===== src/core/ubs_pkg.sv =====
// Package of constants and types for the bridged serial port
package ubs_pkg;
  localparam int CLK_HZ = 40000000;
  localparam int BAUD_MIN = 300;
  localparam int BAUD_MAX = 6000000;
  localparam int BAUD_DEF = 9600;
  localparam int DIV_W = 20;
  localparam logic [19:0] DIV_MIN = 20'(CLK_HZ / BAUD_MAX);
  localparam logic [19:0] DIV_MAX = 20'(CLK_HZ / BAUD_MIN);
  localparam logic [19:0] DIV_DEF = 20'(CLK_HZ / BAUD_DEF);
  localparam logic FLOW_DEF = 1'b1;
  localparam logic BITS8_DEF = 1'b1;
  localparam logic PAR_EN_DEF = 1'b0;
  localparam logic PAR_ODD_DEF = 1'b0;
  localparam logic STOP2_DEF = 1'b0;
  localparam logic [2:0] SEL_SERIAL = 3'h1;
  typedef enum logic [2:0] {
    UBS_IDLE, UBS_START, UBS_DATA, UBS_PAR, UBS_STOP
  } ubs_state_e;
endpackage


===== src/core/ubs_port.sv =====
// Bridged serial port: line format, flow control, link gating
//
// Functional notes
// Bit rate programmable from 300 to 6M baud
// Frame: start bit, 7/8 data, optional parity
// One or two stop bits close each frame
// Transmit data least significant bit first
// Line format set by host link only
// Default bit rate is 9600 baud
// Default flow control is RTS/CTS handshaking
// Default format eight data bits, no parity
// Default frame has one stop bit
// Drive low-active RTS, sample low-active CTS
// Transmit enable asserted while character is sent
// Receive nothing before enumeration completes
// Link problem output high until enumerated
// Partner keeps its transmitter off until enumerated
// Only one peripheral function active at once
// Serial function selected by select pins 001
// Deasserted CTS holds off only new characters
`timescale 1ns/1ps
module ubs_port (
  input wire logic core_clk,
  input wire logic reset,
  input wire logic function_select_bit0,
  input wire logic function_select_bit1,
  input wire logic function_select_bit2,
  input wire logic enumerated,
  input wire logic cfg_write,
  input wire logic [19:0] cfg_divisor,
  input wire logic cfg_flow,
  input wire logic cfg_bits8,
  input wire logic cfg_par_en,
  input wire logic cfg_par_odd,
  input wire logic cfg_stop2,
  input wire logic tx_valid,
  input wire logic [7:0] tx_data,
  output logic tx_ready,
  output logic [7:0] rx_data,
  output logic rx_valid,
  output logic rx_error,
  output logic port_active,
  output logic link_problem_n,
  output logic uart_txd,
  input wire logic uart_rxd,
  output logic uart_rts_n,
  input wire logic uart_cts_n,
  output logic uart_tx_active
);
  typedef struct packed {
    logic active;
    logic [19:0] div;
    logic flow;
    logic bits8;
    logic par_en;
    logic par_odd;
    logic stop2;
    logic txd;
    logic tx_act;
    logic tx_rdy;
    logic rts_n;
    logic link_n;
    logic rxd_s;
    ubs_pkg::ubs_state_e rst;
    logic [19:0] rcnt;
    logic [2:0] ridx;
    logic [7:0] rsh;
    logic rpar;
    logic [7:0] rdat;
    logic rval;
    logic rerr;
  } ubs_port_s;
  ubs_port_s q, d;
  logic tx_start;
  logic tx_txd;
  logic tx_busy;
  logic rtick;
  logic [2:0] sel;
  assign sel = {function_select_bit2, function_select_bit1,
                function_select_bit0};
  // New character only when idle, active and CTS allows it
  assign tx_start = q.tx_rdy && tx_valid;
  assign rtick = (q.rcnt == 20'h00001);
  ubs_tx u_tx (
    .core_clk(core_clk),
    .reset(reset || !q.active),
    .divisor(q.div),
    .bits8(q.bits8),
    .par_en(q.par_en),
    .par_odd(q.par_odd),
    .stop2(q.stop2),
    .start(tx_start),
    .data(tx_data),
    .txd(tx_txd),
    .busy(tx_busy)
  );
  always_comb begin
    d = q;
    d.rval = 1'b0;
    d.rerr = 1'b0;
    d.active = (sel == ubs_pkg::SEL_SERIAL);
    d.link_n = !enumerated;
    if (cfg_write && q.active) begin
      d.div = (cfg_divisor < ubs_pkg::DIV_MIN) ? ubs_pkg::DIV_MIN :
              (cfg_divisor > ubs_pkg::DIV_MAX) ? ubs_pkg::DIV_MAX :
              cfg_divisor;
      d.flow = cfg_flow;
      d.bits8 = cfg_bits8;
      d.par_en = cfg_par_en;
      d.par_odd = cfg_par_odd;
      d.stop2 = cfg_stop2;
    end
    d.txd = q.active ? tx_txd : 1'b1;
    d.tx_act = q.active && (tx_busy || tx_start);
    d.tx_rdy = q.active && !tx_busy && !tx_start
               && !(q.flow && uart_cts_n);
    d.rts_n = !(q.active && enumerated
                && q.rst == ubs_pkg::UBS_IDLE);
    d.rxd_s = uart_rxd;
    if (q.rst != ubs_pkg::UBS_IDLE) begin
      d.rcnt = rtick ? q.div : q.rcnt - 20'h00001;
    end
    case (q.rst)
      ubs_pkg::UBS_IDLE: begin
        // Receiver stays shut until the link is up
        if (q.active && enumerated && !q.rxd_s) begin
          d.rst = ubs_pkg::UBS_START;
          d.rcnt = {1'b0, q.div[19:1]};
          d.rpar = q.par_odd;
        end
      end
      ubs_pkg::UBS_START: begin
        if (rtick) begin
          if (q.rxd_s) begin
            d.rst = ubs_pkg::UBS_IDLE;
          end else begin
            d.rst = ubs_pkg::UBS_DATA;
            d.ridx = 3'h0;
          end
        end
      end
      ubs_pkg::UBS_DATA: begin
        if (rtick) begin
          d.rsh = q.bits8 ? {q.rxd_s, q.rsh[7:1]}
                          : {1'b0, q.rxd_s, q.rsh[6:1]};
          d.rpar = q.rpar ^ q.rxd_s;
          d.ridx = q.ridx + 3'h1;
          if (q.ridx == (q.bits8 ? 3'h7 : 3'h6)) begin
            d.rst = q.par_en ? ubs_pkg::UBS_PAR : ubs_pkg::UBS_STOP;
          end
        end
      end
      ubs_pkg::UBS_PAR: begin
        if (rtick) begin
          d.rpar = q.rpar ^ q.rxd_s;
          d.rst = ubs_pkg::UBS_STOP;
        end
      end
      ubs_pkg::UBS_STOP: begin
        if (rtick) begin
          d.rst = ubs_pkg::UBS_IDLE;
          d.rdat = q.rsh;
          d.rval = 1'b1;
          d.rerr = !q.rxd_s || q.rpar;
        end
      end
      default: d.rst = ubs_pkg::UBS_IDLE;
    endcase
    if (!q.active) begin
      d.rst = ubs_pkg::UBS_IDLE;
    end
  end
  always_ff @(posedge core_clk) begin
    if (reset) begin
      q <= '{active: 1'b0, div: ubs_pkg::DIV_DEF,
             flow: ubs_pkg::FLOW_DEF,
             bits8: ubs_pkg::BITS8_DEF,
             par_en: ubs_pkg::PAR_EN_DEF,
             par_odd: ubs_pkg::PAR_ODD_DEF,
             stop2: ubs_pkg::STOP2_DEF,
             txd: 1'b1, tx_act: 1'b0, tx_rdy: 1'b0, rts_n: 1'b1,
             link_n: 1'b1, rxd_s: 1'b1, rst: ubs_pkg::UBS_IDLE,
             rcnt: 20'h00000, ridx: 3'h0, rsh: 8'h00, rpar: 1'b0,
             rdat: 8'h00, rval: 1'b0, rerr: 1'b0};
    end else begin
      q <= d;
    end
  end
  assign tx_ready = q.tx_rdy;
  assign rx_data = q.rdat;
  assign rx_valid = q.rval;
  assign rx_error = q.rerr;
  assign port_active = q.active;
  assign link_problem_n = q.link_n;
  assign uart_txd = q.txd;
  assign uart_rts_n = q.rts_n;
  assign uart_tx_active = q.tx_act;
endmodule


===== src/core/ubs_tx.sv =====
// Serial transmitter: shifts one character out per request
`timescale 1ns/1ps
module ubs_tx (
  input wire logic core_clk,
  input wire logic reset,
  input wire logic [19:0] divisor,
  input wire logic bits8,
  input wire logic par_en,
  input wire logic par_odd,
  input wire logic stop2,
  input wire logic start,
  input wire logic [7:0] data,
  output logic txd,
  output logic busy
);
  typedef struct packed {
    ubs_pkg::ubs_state_e st;
    logic [19:0] cnt;
    logic [2:0] idx;
    logic [7:0] sh;
    logic par;
    logic stop_n;
    logic txd;
  } ubs_tx_s;
  ubs_tx_s q, d;
  logic tick;
  assign tick = (q.cnt == 20'h00001);
  always_comb begin
    d = q;
    if (q.st != ubs_pkg::UBS_IDLE) begin
      d.cnt = tick ? divisor : q.cnt - 20'h00001;
    end
    case (q.st)
      ubs_pkg::UBS_IDLE: begin
        d.txd = 1'b1;
        if (start) begin
          d.st = ubs_pkg::UBS_START;
          d.sh = data;
          d.par = par_odd;
          d.cnt = divisor;
          d.txd = 1'b0;
        end
      end
      ubs_pkg::UBS_START: begin
        if (tick) begin
          d.st = ubs_pkg::UBS_DATA;
          d.idx = 3'h0;
          d.txd = q.sh[0];
        end
      end
      ubs_pkg::UBS_DATA: begin
        if (tick) begin
          d.par = q.par ^ q.sh[0];
          d.sh = {1'b0, q.sh[7:1]};
          d.idx = q.idx + 3'h1;
          if (q.idx == (bits8 ? 3'h7 : 3'h6)) begin
            if (par_en) begin
              d.st = ubs_pkg::UBS_PAR;
              d.txd = q.par ^ q.sh[0];
            end else begin
              d.st = ubs_pkg::UBS_STOP;
              d.stop_n = stop2;
              d.txd = 1'b1;
            end
          end else begin
            d.txd = q.sh[1];
          end
        end
      end
      ubs_pkg::UBS_PAR: begin
        if (tick) begin
          d.st = ubs_pkg::UBS_STOP;
          d.stop_n = stop2;
          d.txd = 1'b1;
        end
      end
      ubs_pkg::UBS_STOP: begin
        if (tick) begin
          if (q.stop_n) begin
            d.stop_n = 1'b0;
          end else begin
            d.st = ubs_pkg::UBS_IDLE;
          end
        end
      end
      default: d.st = ubs_pkg::UBS_IDLE;
    endcase
  end
  always_ff @(posedge core_clk) begin
    if (reset) begin
      q <= '{st: ubs_pkg::UBS_IDLE, cnt: 20'h00000, idx: 3'h0,
             sh: 8'h00, par: 1'b0, stop_n: 1'b0, txd: 1'b1};
    end else begin
      q <= d;
    end
  end
  assign txd = q.txd;
  assign busy = (q.st != ubs_pkg::UBS_IDLE);
endmodule


===== config.mk =====
export PLATFORM = sky130hd
export DESIGN_NAME = ubs_port
export DESIGN_NICKNAME = d
export VERILOG_FILES = /design/src/core/ubs_pkg.sv /design/src/core/ubs_port.sv /design/src/core/ubs_tx.sv
export SDC_FILE = /design/constraint.sdc
export NUM_CORES = 1
export LEC_CHECK = 0
export BUFFER_PORTS_ARGS = -buffer_cell sky130_fd_sc_hd__buf_2
export CAP_MARGIN = 10
export CORE_UTILIZATION = 54
export DETAILED_ROUTE_END_ITERATION = 12
export PLACE_DENSITY = 0.77
export SYNTH_ARGS = -nofsm -noshare
export SYNTH_HDL_FRONTEND = slang
export SYNTH_SLANG_ARGS = --single-unit

===== constraint.sdc =====
create_clock -name core_clk -period 2.36 [get_ports core_clk]
set_clock_uncertainty 0.2 [all_clocks]
set_input_delay 0.236 -clock core_clk [delete_from_list [all_inputs] [get_ports core_clk]]
set_output_delay 0.236 -clock core_clk [all_outputs]
set_load 0.02 [all_outputs]

==> flow_metrics.tcl, run 1 <==
set metrics [dict create \
    status "finished clean" \
    worstPathRequired_ns 2.55 \
    holdWs_ns 0.121 \
    drtPass1Iterations 5 \
    synthFlopType "dfxtp_1" \
    r2r_slack_ns 0.01 \
    path_common_cell "or4_4" \
    fillers 768 \
    max_stage_delay_ns 0.56 \
    drt-total-wl_um 17600 \
    avgSynthCellArea_sq_um 8.19 \
    cts-htree-levels 4 \
    max_freq_mhz 426 \
    grt_max_degree 30 \
    vias_per_cell 6.27 \
    yosysUniqueCellTypes 65 \
    fin_crit_ns 2.35 \
    cp_top_family "simple AND/OR/NAND/NOR gates" \
    hold_class "primary input to flip-flop" \
    power-per-cell-area_nw_per_um2 590 \
    synthCells 722 \
    grt_pass1_vias 6129 \
    worstSkewPairLatency_ns 0.52 \
    maxCapViolations 0 \
    syn_nets 772 \
    synth_edf_count 0 \
    crit_path_end_kind "flip-flop" \
    critPathSlowestCell "or4_4" \
    diodes 0 \
    seq_area_frac_synth_pct 38.6 \
    r2r_cells 6 \
    antenna_left 0 \
    worstSetupEndpoint "q[39]" \
    clock_sinks 114 \
    pin_count 59 \
    setup_viol 0 \
    cp-startpoint "q[34]" \
    largest_reg_flops 61 \
    dr.first_iter.drc_count 520 \
    finalNonFillerCells 1002 \
    tns_ns 0 \
    multi_input_comb_area_sq_um 3430 \
    final_area_sq_um 7700 \
    async_flop_share_pct 0 \
    die_area_sq_um 11400 \
    initial_core_util_pct 56.5 \
    cp_max_fo 11 \
    cts_tree "done" \
    post_drt_wl_per_cell_um 17.6 \
    rsz0062_at_grt "true" \
    drive_gt1_share_pct 19.7 \
    vias 6280 \
    hpwl_um 11500 \
    place_inst 923 \
    ys_ff_latch 114 \
    nNetsFinal 904 \
    rows 37 \
    die_h_um 107 \
    place_congestion 0.891 \
    p_leak_nw 3.15 \
    ys_warn_count 0 \
    dpl_worst_slack_ns -0.0736 \
    place_area_sq_um 6590 \
    track_usage_pct 32.0 \
    worst_slew_pin_slew_ns 0.712 \
    hold_violations 0 \
    grt-ovfl-total 0 \
    r2r_end "q[39]" \
    areaGrowthSynthToFinish_pct 30.2 \
    cts.path.max_buffers 2 \
    path_class "flip-flop to flip-flop" \
    die_w_um 107 \
    worstReg2RegStart "q[34]" \
    drc 0 \
    cts.clk_slew.worst_paths_ns 0.05 \
    antenna_found_initial 0 \
    port_buffers 58 \
    largest-register "q" \
    min_period_over_period_pct 99.5 \
    finalWorstSetupSlack_ns 0.0117 \
    regArea_sq_um 2280 \
    root_buffer "clkbuf_8" \
    syn_area_sq_um 5910 \
    slew_violations 0 \
    core_area_sq_um 10500 \
    startpoint_type "flip-flop" \
    cts-buffers-inserted 17 \
    vdd_drop_max_v 0.000711 \
    max_slew_margin_pct 51.8 \
    grt_pass1_wl_um 28700 \
    path_depth 6 \
    critical_path_arrival_ns 2.53 \
    critPathBufInv 1 \
    path_cells "or4_4 > or4_4 > buf_4 > nor3_2 > a21o_1 > o22ai_1" \
]
==> where the power goes <==
group / total (mW) / leakage, nW / switching, mW / internal (mW)
combinational: 0.228 / 1.95 / 0.111 / 0.117
clock: 2.37 / 0.275 / 0.848 / 1.52
sequential: 1.95 / 0.920 / 0.0109 / 1.94
==> cell usage after synthesis (4+ instances only) <==
cell / number / area (sq um)
o211ai_1: 8 / 60.1
nor4_1: 11 / 68.8
a21oi_1: 49 / 245
xnor2_1: 18 / 158
a211oi_1: 12 / 90.1
a22o_1: 8 / 70.1
o21ai_0: 52 / 260
nand2b_1: 8 / 50.1
dfxtp_1: 114 / 2280
nand4_1: 10 / 62.6
nor3_1: 26 / 130
o221ai_1: 9 / 78.8
nor4b_1: 6 / 52.6
and2_1: 4 / 25.0
nand3_1: 18 / 90.1
a311oi_1: 11 / 96.3
nand4b_1: 4 / 35.0
a211o_1: 5 / 43.8
nand2_1: 72 / 270
a21o_1: 11 / 82.6
a31o_2: 4 / 35.0
mux2i_1: 34 / 340
and3_1: 9 / 56.3
a31oi_1: 9 / 56.3
or3_1: 4 / 25.0
clkbuf_1: 32 / 120
inv_1: 20 / 75.1
buf_4: 8 / 60.1
ha_1: 7 / 87.6
nand3b_1: 7 / 52.6
o22ai_1: 7 / 43.8
buf_1: 4 / 15.0
nor2_1: 73 / 274
buf_2: 4 / 20.0
==> layer usage <==
layer  track usage [%]  vias to the layer above  part of all wire [%]
met3              6.02                       58                   6.4
met1              36.7                     3006                    40
met5                 0                        -                     0
met4              17.1                        0                   3.8
met2              56.1                      289                    50
li1                  -                     2927                     -
==> through the flow <==
stage | util (%) | power (mW)
after CTS | 72.6 | 4.55
after floorplan | - | 2.07
final | 73.6 | 4.54
after global routing | 73.6 | 4.69
after global placement | 63.0 | 2.14
after detailed placement | 63.0 | 2.15
==> final cells by class <==
cell class,count,share of cell area [%]
clock buffer,26,6.47
clock inverter,5,0.650
inverter,20,0.975
multi-input combinational,540,44.5
sequential,114,29.6
tap,136,2.21
timing repair buffer,161,15.5
==> worst reg2reg max path, delay by kind of cell, from the launching register on <==
kind | cells | cell delay, ns
flops | 1 | 0.33
buf+inv | 1 | 0.21
simple gates | 3 | 1.25
compound gates | 2 | 0.22
==> cell usage in the layout (no fill, tap or decap), types with 9 or more instances in the layout <==
cell	synthesis	final
nand3_1	18	18
nor3_1	26	24
dlygate4sd3_1	0	46
a21oi_1	49	49
nand2_1	72	72
a21o_1	11	11
o21ai_0	52	51
mux2i_1	34	34
o221ai_1	9	9
xnor2_1	18	18
dfxtp_1	114	113
a31oi_1	9	9
nor2_1	73	73
buf_2	4	58
inv_1	20	20
a311oi_1	11	11
nand4_1	10	10
buf_4	8	55
a211oi_1	12	12
and3_1	9	9
clkbuf_16	0	16
==> cell families (layout without fill, tap and decap cells) <==
family / Yosys count / in the layout / synth area share [%]
simple gates: 269 / 269 / 22.8
mux: 35 / 35 / 5.94
compound gates: 208 / 208 / 23.2
xor+xnor: 21 / 21 / 3.11
flops: 114 / 114 / 38.6
fa+ha+maj: 7 / 7 / 1.48
buf+inv: 68 / 212 / 4.91
==> worst min-delay path by stage <==
stage | startpoint | end | slack [ns] | cells past startpoint
2_1_floorplan | enumerated | link_problem_n | 0.11 | 1
3_3_place_gp | function_select_bit2 | port_active | 0.20 | 2
3_5_place_dp | function_select_bit2 | port_active | 0.21 | 2
4_1_cts | cfg_divisor[19] | q[62] | 0.07 | 5
5_1_grt | cfg_write | q[72] | 0.14 | 5
6_report | cfg_write | q[72] | 0.12 | 5
==> what timing repair did <==
| action | 4_1_cts | 5_1_grt |
|---|---|---|
| buffers inserted | 0 | 2 |
| endpoints found under the hold margin | 38 | 0 |
| resized for setup | 0 | 18 |
| setup endpoints to repair | 0 | 45 |
| hold buffers | 46 | 0 |
Note: power is estimated with default switching activity, not from simulation.
==> run 2, diff against run 1 <==
Settings changed: SETUP_SLACK_MARGIN set to 0.1.
==> flow_metrics.tcl, run 2 (same netlist as run 1, synthesis figures left out) <==
set metrics [dict create \
    cts.clk_slew.worst_paths_ns 0.06 \
    p_total_mw 4.70 \
    worstPathRequired_ns 2.57 \
    grt_max_degree 60 \
    max_stage_delay_ns 0.56 \
    p_leak_nw 3.12 \
    post_drt_wl_per_cell_um 18.0 \
    hold_violations 0 \
    maxCapViolations 0 \
    cts-buffers-inserted 17 \
    place_congestion 0.902 \
    crit_path_end_kind "flip-flop" \
    startpoint_type "flip-flop" \
    die_h_um 107 \
    holdWs_ns 0.110 \
    setup_viol 0 \
    worst_slew_pin_slew_ns 0.751 \
    initial_core_util_pct 56.5 \
    path_class "flip-flop to flip-flop" \
    clock_sinks 114 \
    root_buffer "clkbuf_8" \
    cts.path.max_buffers 2 \
    rsz0062_at_grt "true" \
    tns_ns 0 \
    status "finished clean" \
    min_period_over_period_pct 97.9 \
    max_slew_margin_pct 49.2 \
    dr.first_iter.drc_count 519 \
    drc 0 \
    worstReg2RegStart "q[34]" \
    die_area_sq_um 11400 \
    path_common_cell "or4_4" \
    holdPathEnd "q[51]" \
    hold_class "primary input to flip-flop" \
    fin_crit_ns 2.31 \
    worstSkewPairLatency_ns 0.54 \
    r2r_end "rx_data[7]" \
    critPathBufInv 1 \
    vias_per_cell 6.25 \
    rows 37 \
    grt_pass1_wl_um 28600 \
    vias 6228 \
    cts-htree-levels 4 \
    power-per-cell-area_nw_per_um2 608 \
    critical_path_arrival_ns 2.52 \
    areaGrowthSynthToFinish_pct 30.5 \
    drive_gt1_share_pct 20.6 \
    critPathSlowestCell "or4_4" \
    min_path_cells 5 \
    hpwl_um 11500 \
    diodes 0 \
    layout_commonest_cell "dfxtp_1" \
    largest_reg_flops 61 \
    nNetsFinal 897 \
    slew_violations 0 \
    drt-total-wl_um 17900 \
    core_area_sq_um 10500 \
    largest-register "q" \
    r2r_slack_ns 0.05 \
    final_cell_mix "111 x dfxtp_1, 72 x nor2_1, 71 x nand2_1, 59 x buf_2" \
    grt-ovfl-total 0 \
    drtPass1Iterations 5 \
    antenna_found_initial 0 \
    grt_pass1_vias 5989 \
    hp-start "cfg_write" \
    cp_top_family "simple AND/OR/NAND/NOR gates" \
    pin_count 59 \
    die_w_um 107 \
    track_usage_pct 32.3 \
    cts_tree "done" \
    antenna_left 0 \
    vdd_drop_max_v 0.000541 \
    cp_max_fo 8 \
    path_cells "or4_4 > or4_4 > nor3_4 > buf_12 > mux2i_2 > nor2_1" \
    finish.utilization_pct 73.8 \
    r2r_cells 6 \
    port_buffers 58 \
    max_freq_mhz 433 \
]
run 2: layer usage:
layer,global-route usage (%),share of wire (%),up-vias
met5,0,0,-
met4,16.4,3.9,0
met3,7.42,6.2,54
met2,56.4,49,287
met1,36.7,40,2976
li1,-,-,2911
run 2: cell type report:
type	count	area, sq um
clock buffer	22	443
clock inverter	10	134
fill	754	2740
inverter	20	75.1
multi-input combinational	540	3470
sequential	114	2290
tap	136	170
timing repair buffer	154	1140
run 2: worst max-delay path by stage:
stage,start,end,cells past startpoint
floorplan,q[34],rx_data[0],6
global placement,cfg_divisor[15],q[65],6
detailed placement,cfg_divisor[15],q[65],6
CTS,q[34],rx_data[7],6
global route,q[34],rx_data[7],6
finish,q[34],rx_data[7],6
run 2: worst min-delay path, delay by kind of cell:
family	cells	cell delay, ns
buffers and inverters	2	0.32
AND/OR/NAND/NOR	2	0.18
AO/OA/AOI/OAI	1	0.05
run 2: power by group:
group          total [mW]  internal, mW  switching (mW)
Sequential           1.95          1.93          0.0120
Clock                2.52          1.63           0.893
Combinational       0.229         0.116           0.112
Total                4.70          3.68            1.02
run 2: metrics by stage:
| step | instance area, sq um | setup WS, ns | std cells |
|---|---|---|---|
| detailed placement | 6590 | -0.168 | 921 |
| global placement | 6590 | 0.00206 | 921 |
| global route | 7720 | -0.0148 | 996 |
| CTS | 7590 | 0.0518 | 994 |
| floorplan | 5930 | -0.0287 | 722 |
| finish | 7720 | 0.0493 | 996 |
run 2: repair_timing:
| item | 4_1_cts | 5_1_grt |
|---|---|---|
| pin swaps | 1 | 5 |
| setup buffers | 1 | 1 |
| hold buffers | 40 | 0 |
| setup endpoints to repair | 18 | 65 |
| hold endpoints to repair | 49 | 0 |
| cloned | 0 | 1 |
| resized for setup | 4 | 25 |
==> run 3, diff against run 2 <==
--- a/config.mk
+++ b/config.mk
@@ -7,2 +7,3 @@
 export LEC_CHECK = 0
+export ABC_AREA = 1
 export BUFFER_PORTS_ARGS = -buffer_cell sky130_fd_sc_hd__buf_2
@@ -11,3 +12,3 @@
 export DETAILED_ROUTE_END_ITERATION = 12
-export PLACE_DENSITY = 0.77
+export PLACE_DENSITY = 0.76
 export SETUP_SLACK_MARGIN = 0.1
--- a/constraint.sdc
+++ b/constraint.sdc
@@ -4,2 +4,2 @@
 set_output_delay 0.236 -clock core_clk [all_outputs]
-set_load 0.02 [all_outputs]
+set_load 0.01 [all_outputs]
==> flow_metrics.tcl, run 3 <==
set metrics [dict create \
    status "complete, but fails checks" \
    violations "design-rule violations" \
    clock_sinks 114 \
    cts-buffers-inserted 17 \
    synth.top_cell.area_share_pct 35.0 \
    ys_ff_latch 114 \
    grt_pass1_vias 6340 \
    areaGrowthSynthToFinish_pct 19.5 \
    avgSynthCellArea_sq_um 6.65 \
    largest-register "q" \
    synthTopCellsByArea "dfxtp_1 35%, nand2_1 11%, a21oi_1 7.5%" \
    power-per-cell-area_nw_per_um2 614 \
    min_period_over_period_pct 85.9 \
    max_freq_mhz 493 \
    slew_violations 0 \
    drc 3 \
    die_area_sq_um 12500 \
    setup_viol 0 \
    die_w_um 112 \
    post_drt_wl_per_cell_um 15.1 \
    worst_slew_pin_slew_ns 0.566 \
    nNetsFinal 1114 \
    cts.clk_slew.worst_paths_ns 0.06 \
    grt_max_degree 45 \
    yosys-top-cells-count "199 x nand2_1, 119 x inv_1, 116 x nor2_1, 114 x dfxtp_1, 98 x a21oi_1" \
    ys_warn_count 0 \
    grt-ovfl-total 0 \
    drive_gt1_share_pct 14.6 \
    worstSkewPairLatency_ns 0.42 \
    hold_violations 0 \
    track_usage_pct 30.5 \
    die_h_um 112 \
    rows 39 \
    startpoint_type "flip-flop" \
    core_area_sq_um 11600 \
    port_buffers 58 \
    cts-htree-levels 4 \
    pin_count 59 \
    vias 6753 \
    antenna_left 0 \
    p_leak_nw 3.46 \
    seq_area_frac_synth_pct 35.0 \
    p_total_mw 4.78 \
    tns_ns 0 \
    worstPathRequired_ns 2.50 \
    vdd_drop_max_v 0.000407 \
    synth_edf_count 0 \
    cts_tree "done" \
    async_flop_share_pct 0 \
    synth_largest_area_cell "dfxtp_1" \
    root_buffer "clkbuf_16" \
    fin_crit_ns 2.03 \
    drt-total-wl_um 18500 \
    initial_core_util_pct 56.3 \
    place_congestion 0.932 \
    final_cell_mix "198 x nand2_1, 119 x inv_1, 115 x nor2_1, 114 x dfxtp_1, 98 x a21oi_1" \
    synthFlopType "dfxtp_1" \
    antenna_found_initial 0 \
    syn_area_sq_um 6510 \
    critical_path_arrival_ns 2.17 \
    layout_commonest_cell "nand2_1" \
    hpwl_um 12400 \
    yosysMostFrequentCell "nand2_1" \
    dpl_worst_slack_ns 0.310 \
    yosysUniqueCellTypes 37 \
    grt_pass1_wl_um 30300 \
    dr.first_iter.drc_count 582 \
    rsz0062_at_grt "false" \
    drtPass1Iterations 12 \
    largest_reg_flops 61 \
    hold_class "primary input to flip-flop" \
    vias_per_cell 5.54 \
    maxCapViolations 0 \
    crit_path_end_kind "flip-flop" \
    syn_nets 1030 \
    path_class "flip-flop to flip-flop" \
    cts.path.max_buffers 2 \
    diodes 0 \
    max_slew_margin_pct 62.0 \
    synthCells 980 \
    finalWorstSetupSlack_ns 0.332 \
    cp_max_fo 13 \
]
## run 3: cell count changes after synthesis, moves of 14 or more
| cell | before | now |
|---|---|---|
| mux2i_1 | 34 | 0 |
| a22oi_1 | 0 | 17 |
| nand2_1 | 72 | 199 |
| clkbuf_1 | 32 | 14 |
| inv_1 | 20 | 119 |
| o21ai_0 | 52 | 74 |
| nand3_1 | 18 | 57 |
| nor2_1 | 73 | 116 |
| a21oi_1 | 49 | 98 |
| xnor2_1 | 18 | 4 |
## run 3: final timing paths
check | depth (start not counted) | end | start | slack, ns
min reg2reg | 1 | uart_txd | u_tx.txd | 0.23
max | 9 | q[14] | q[23] | 0.33
max reg2reg | 9 | q[14] | q[23] | 0.33
min | 5 | q[56] | cfg_divisor[0] | 0.02
## run 3: routing by layer
metal	vias to the layer above	GRT usage (%)	part of all wire, %
li1	3365	-	-
met1	3100	39.2	45
met2	235	49.3	46
met3	53	6.37	6.6
met4	0	13.8	2.9
met5	-	0	0
## run 3: worst max-delay path: stages, from the launching register on
cell and delay (ns):
dfxtp_1 0.31, inv_1 0.09, ha_1 0.17, nand3_1 0.12, nor2_4 0.14, nand3_4 0.15, buf_4 0.22, nor2_4 0.24
o21ai_0 0.13, a21oi_1 0.17
## run 3: kinds of logic after synthesis
family | synth area share (%)
AND/OR/NAND/NOR | 31.1
AO/OA/AOI/OAI | 19.0
buffers and inverters | 10.8
flip-flops | 35.0
XOR/XNOR | 2.69
adder cells (fa/ha/maj) | 1.34
## run 3: layout make-up
type,count,area (sq um)
timing repair buffer,102,701
clock inverter,15,169
fill,991,3780
inverter,130,490
clock buffer,17,425
multi-input combinational,699,3540
sequential,114,2280
tap,143,179
## run 3: metrics by stage
step	hold WS [ns]	instances	cell area [sq um]	util, %
6_report	0.0177	1220	7780	67.3
5_1_grt	0.0327	1220	7780	67.3
4_1_cts	0.0119	1220	7770	67.2
3_5_place_dp	0.200	1156	6860	59.3
3_3_place_gp	0.201	1156	6860	59.3
2_1_floorplan	0.106	980	6520	-
## run 3: repair_timing
action | 4_1_cts | 5_1_grt
hold buffers | 32 | 0
hold endpoints to repair | 32 | 0
setup endpoints to repair | 0 | 5
setup buffers | 0 | 0
gates resized for setup | 0 | 3
## run 3: power by group
group	switching, mW	internal, mW	leakage, nW
Combinational	0.121	0.0963	2.26
Sequential	0.0113	1.93	0.919
Clock	1.04	1.58	0.284
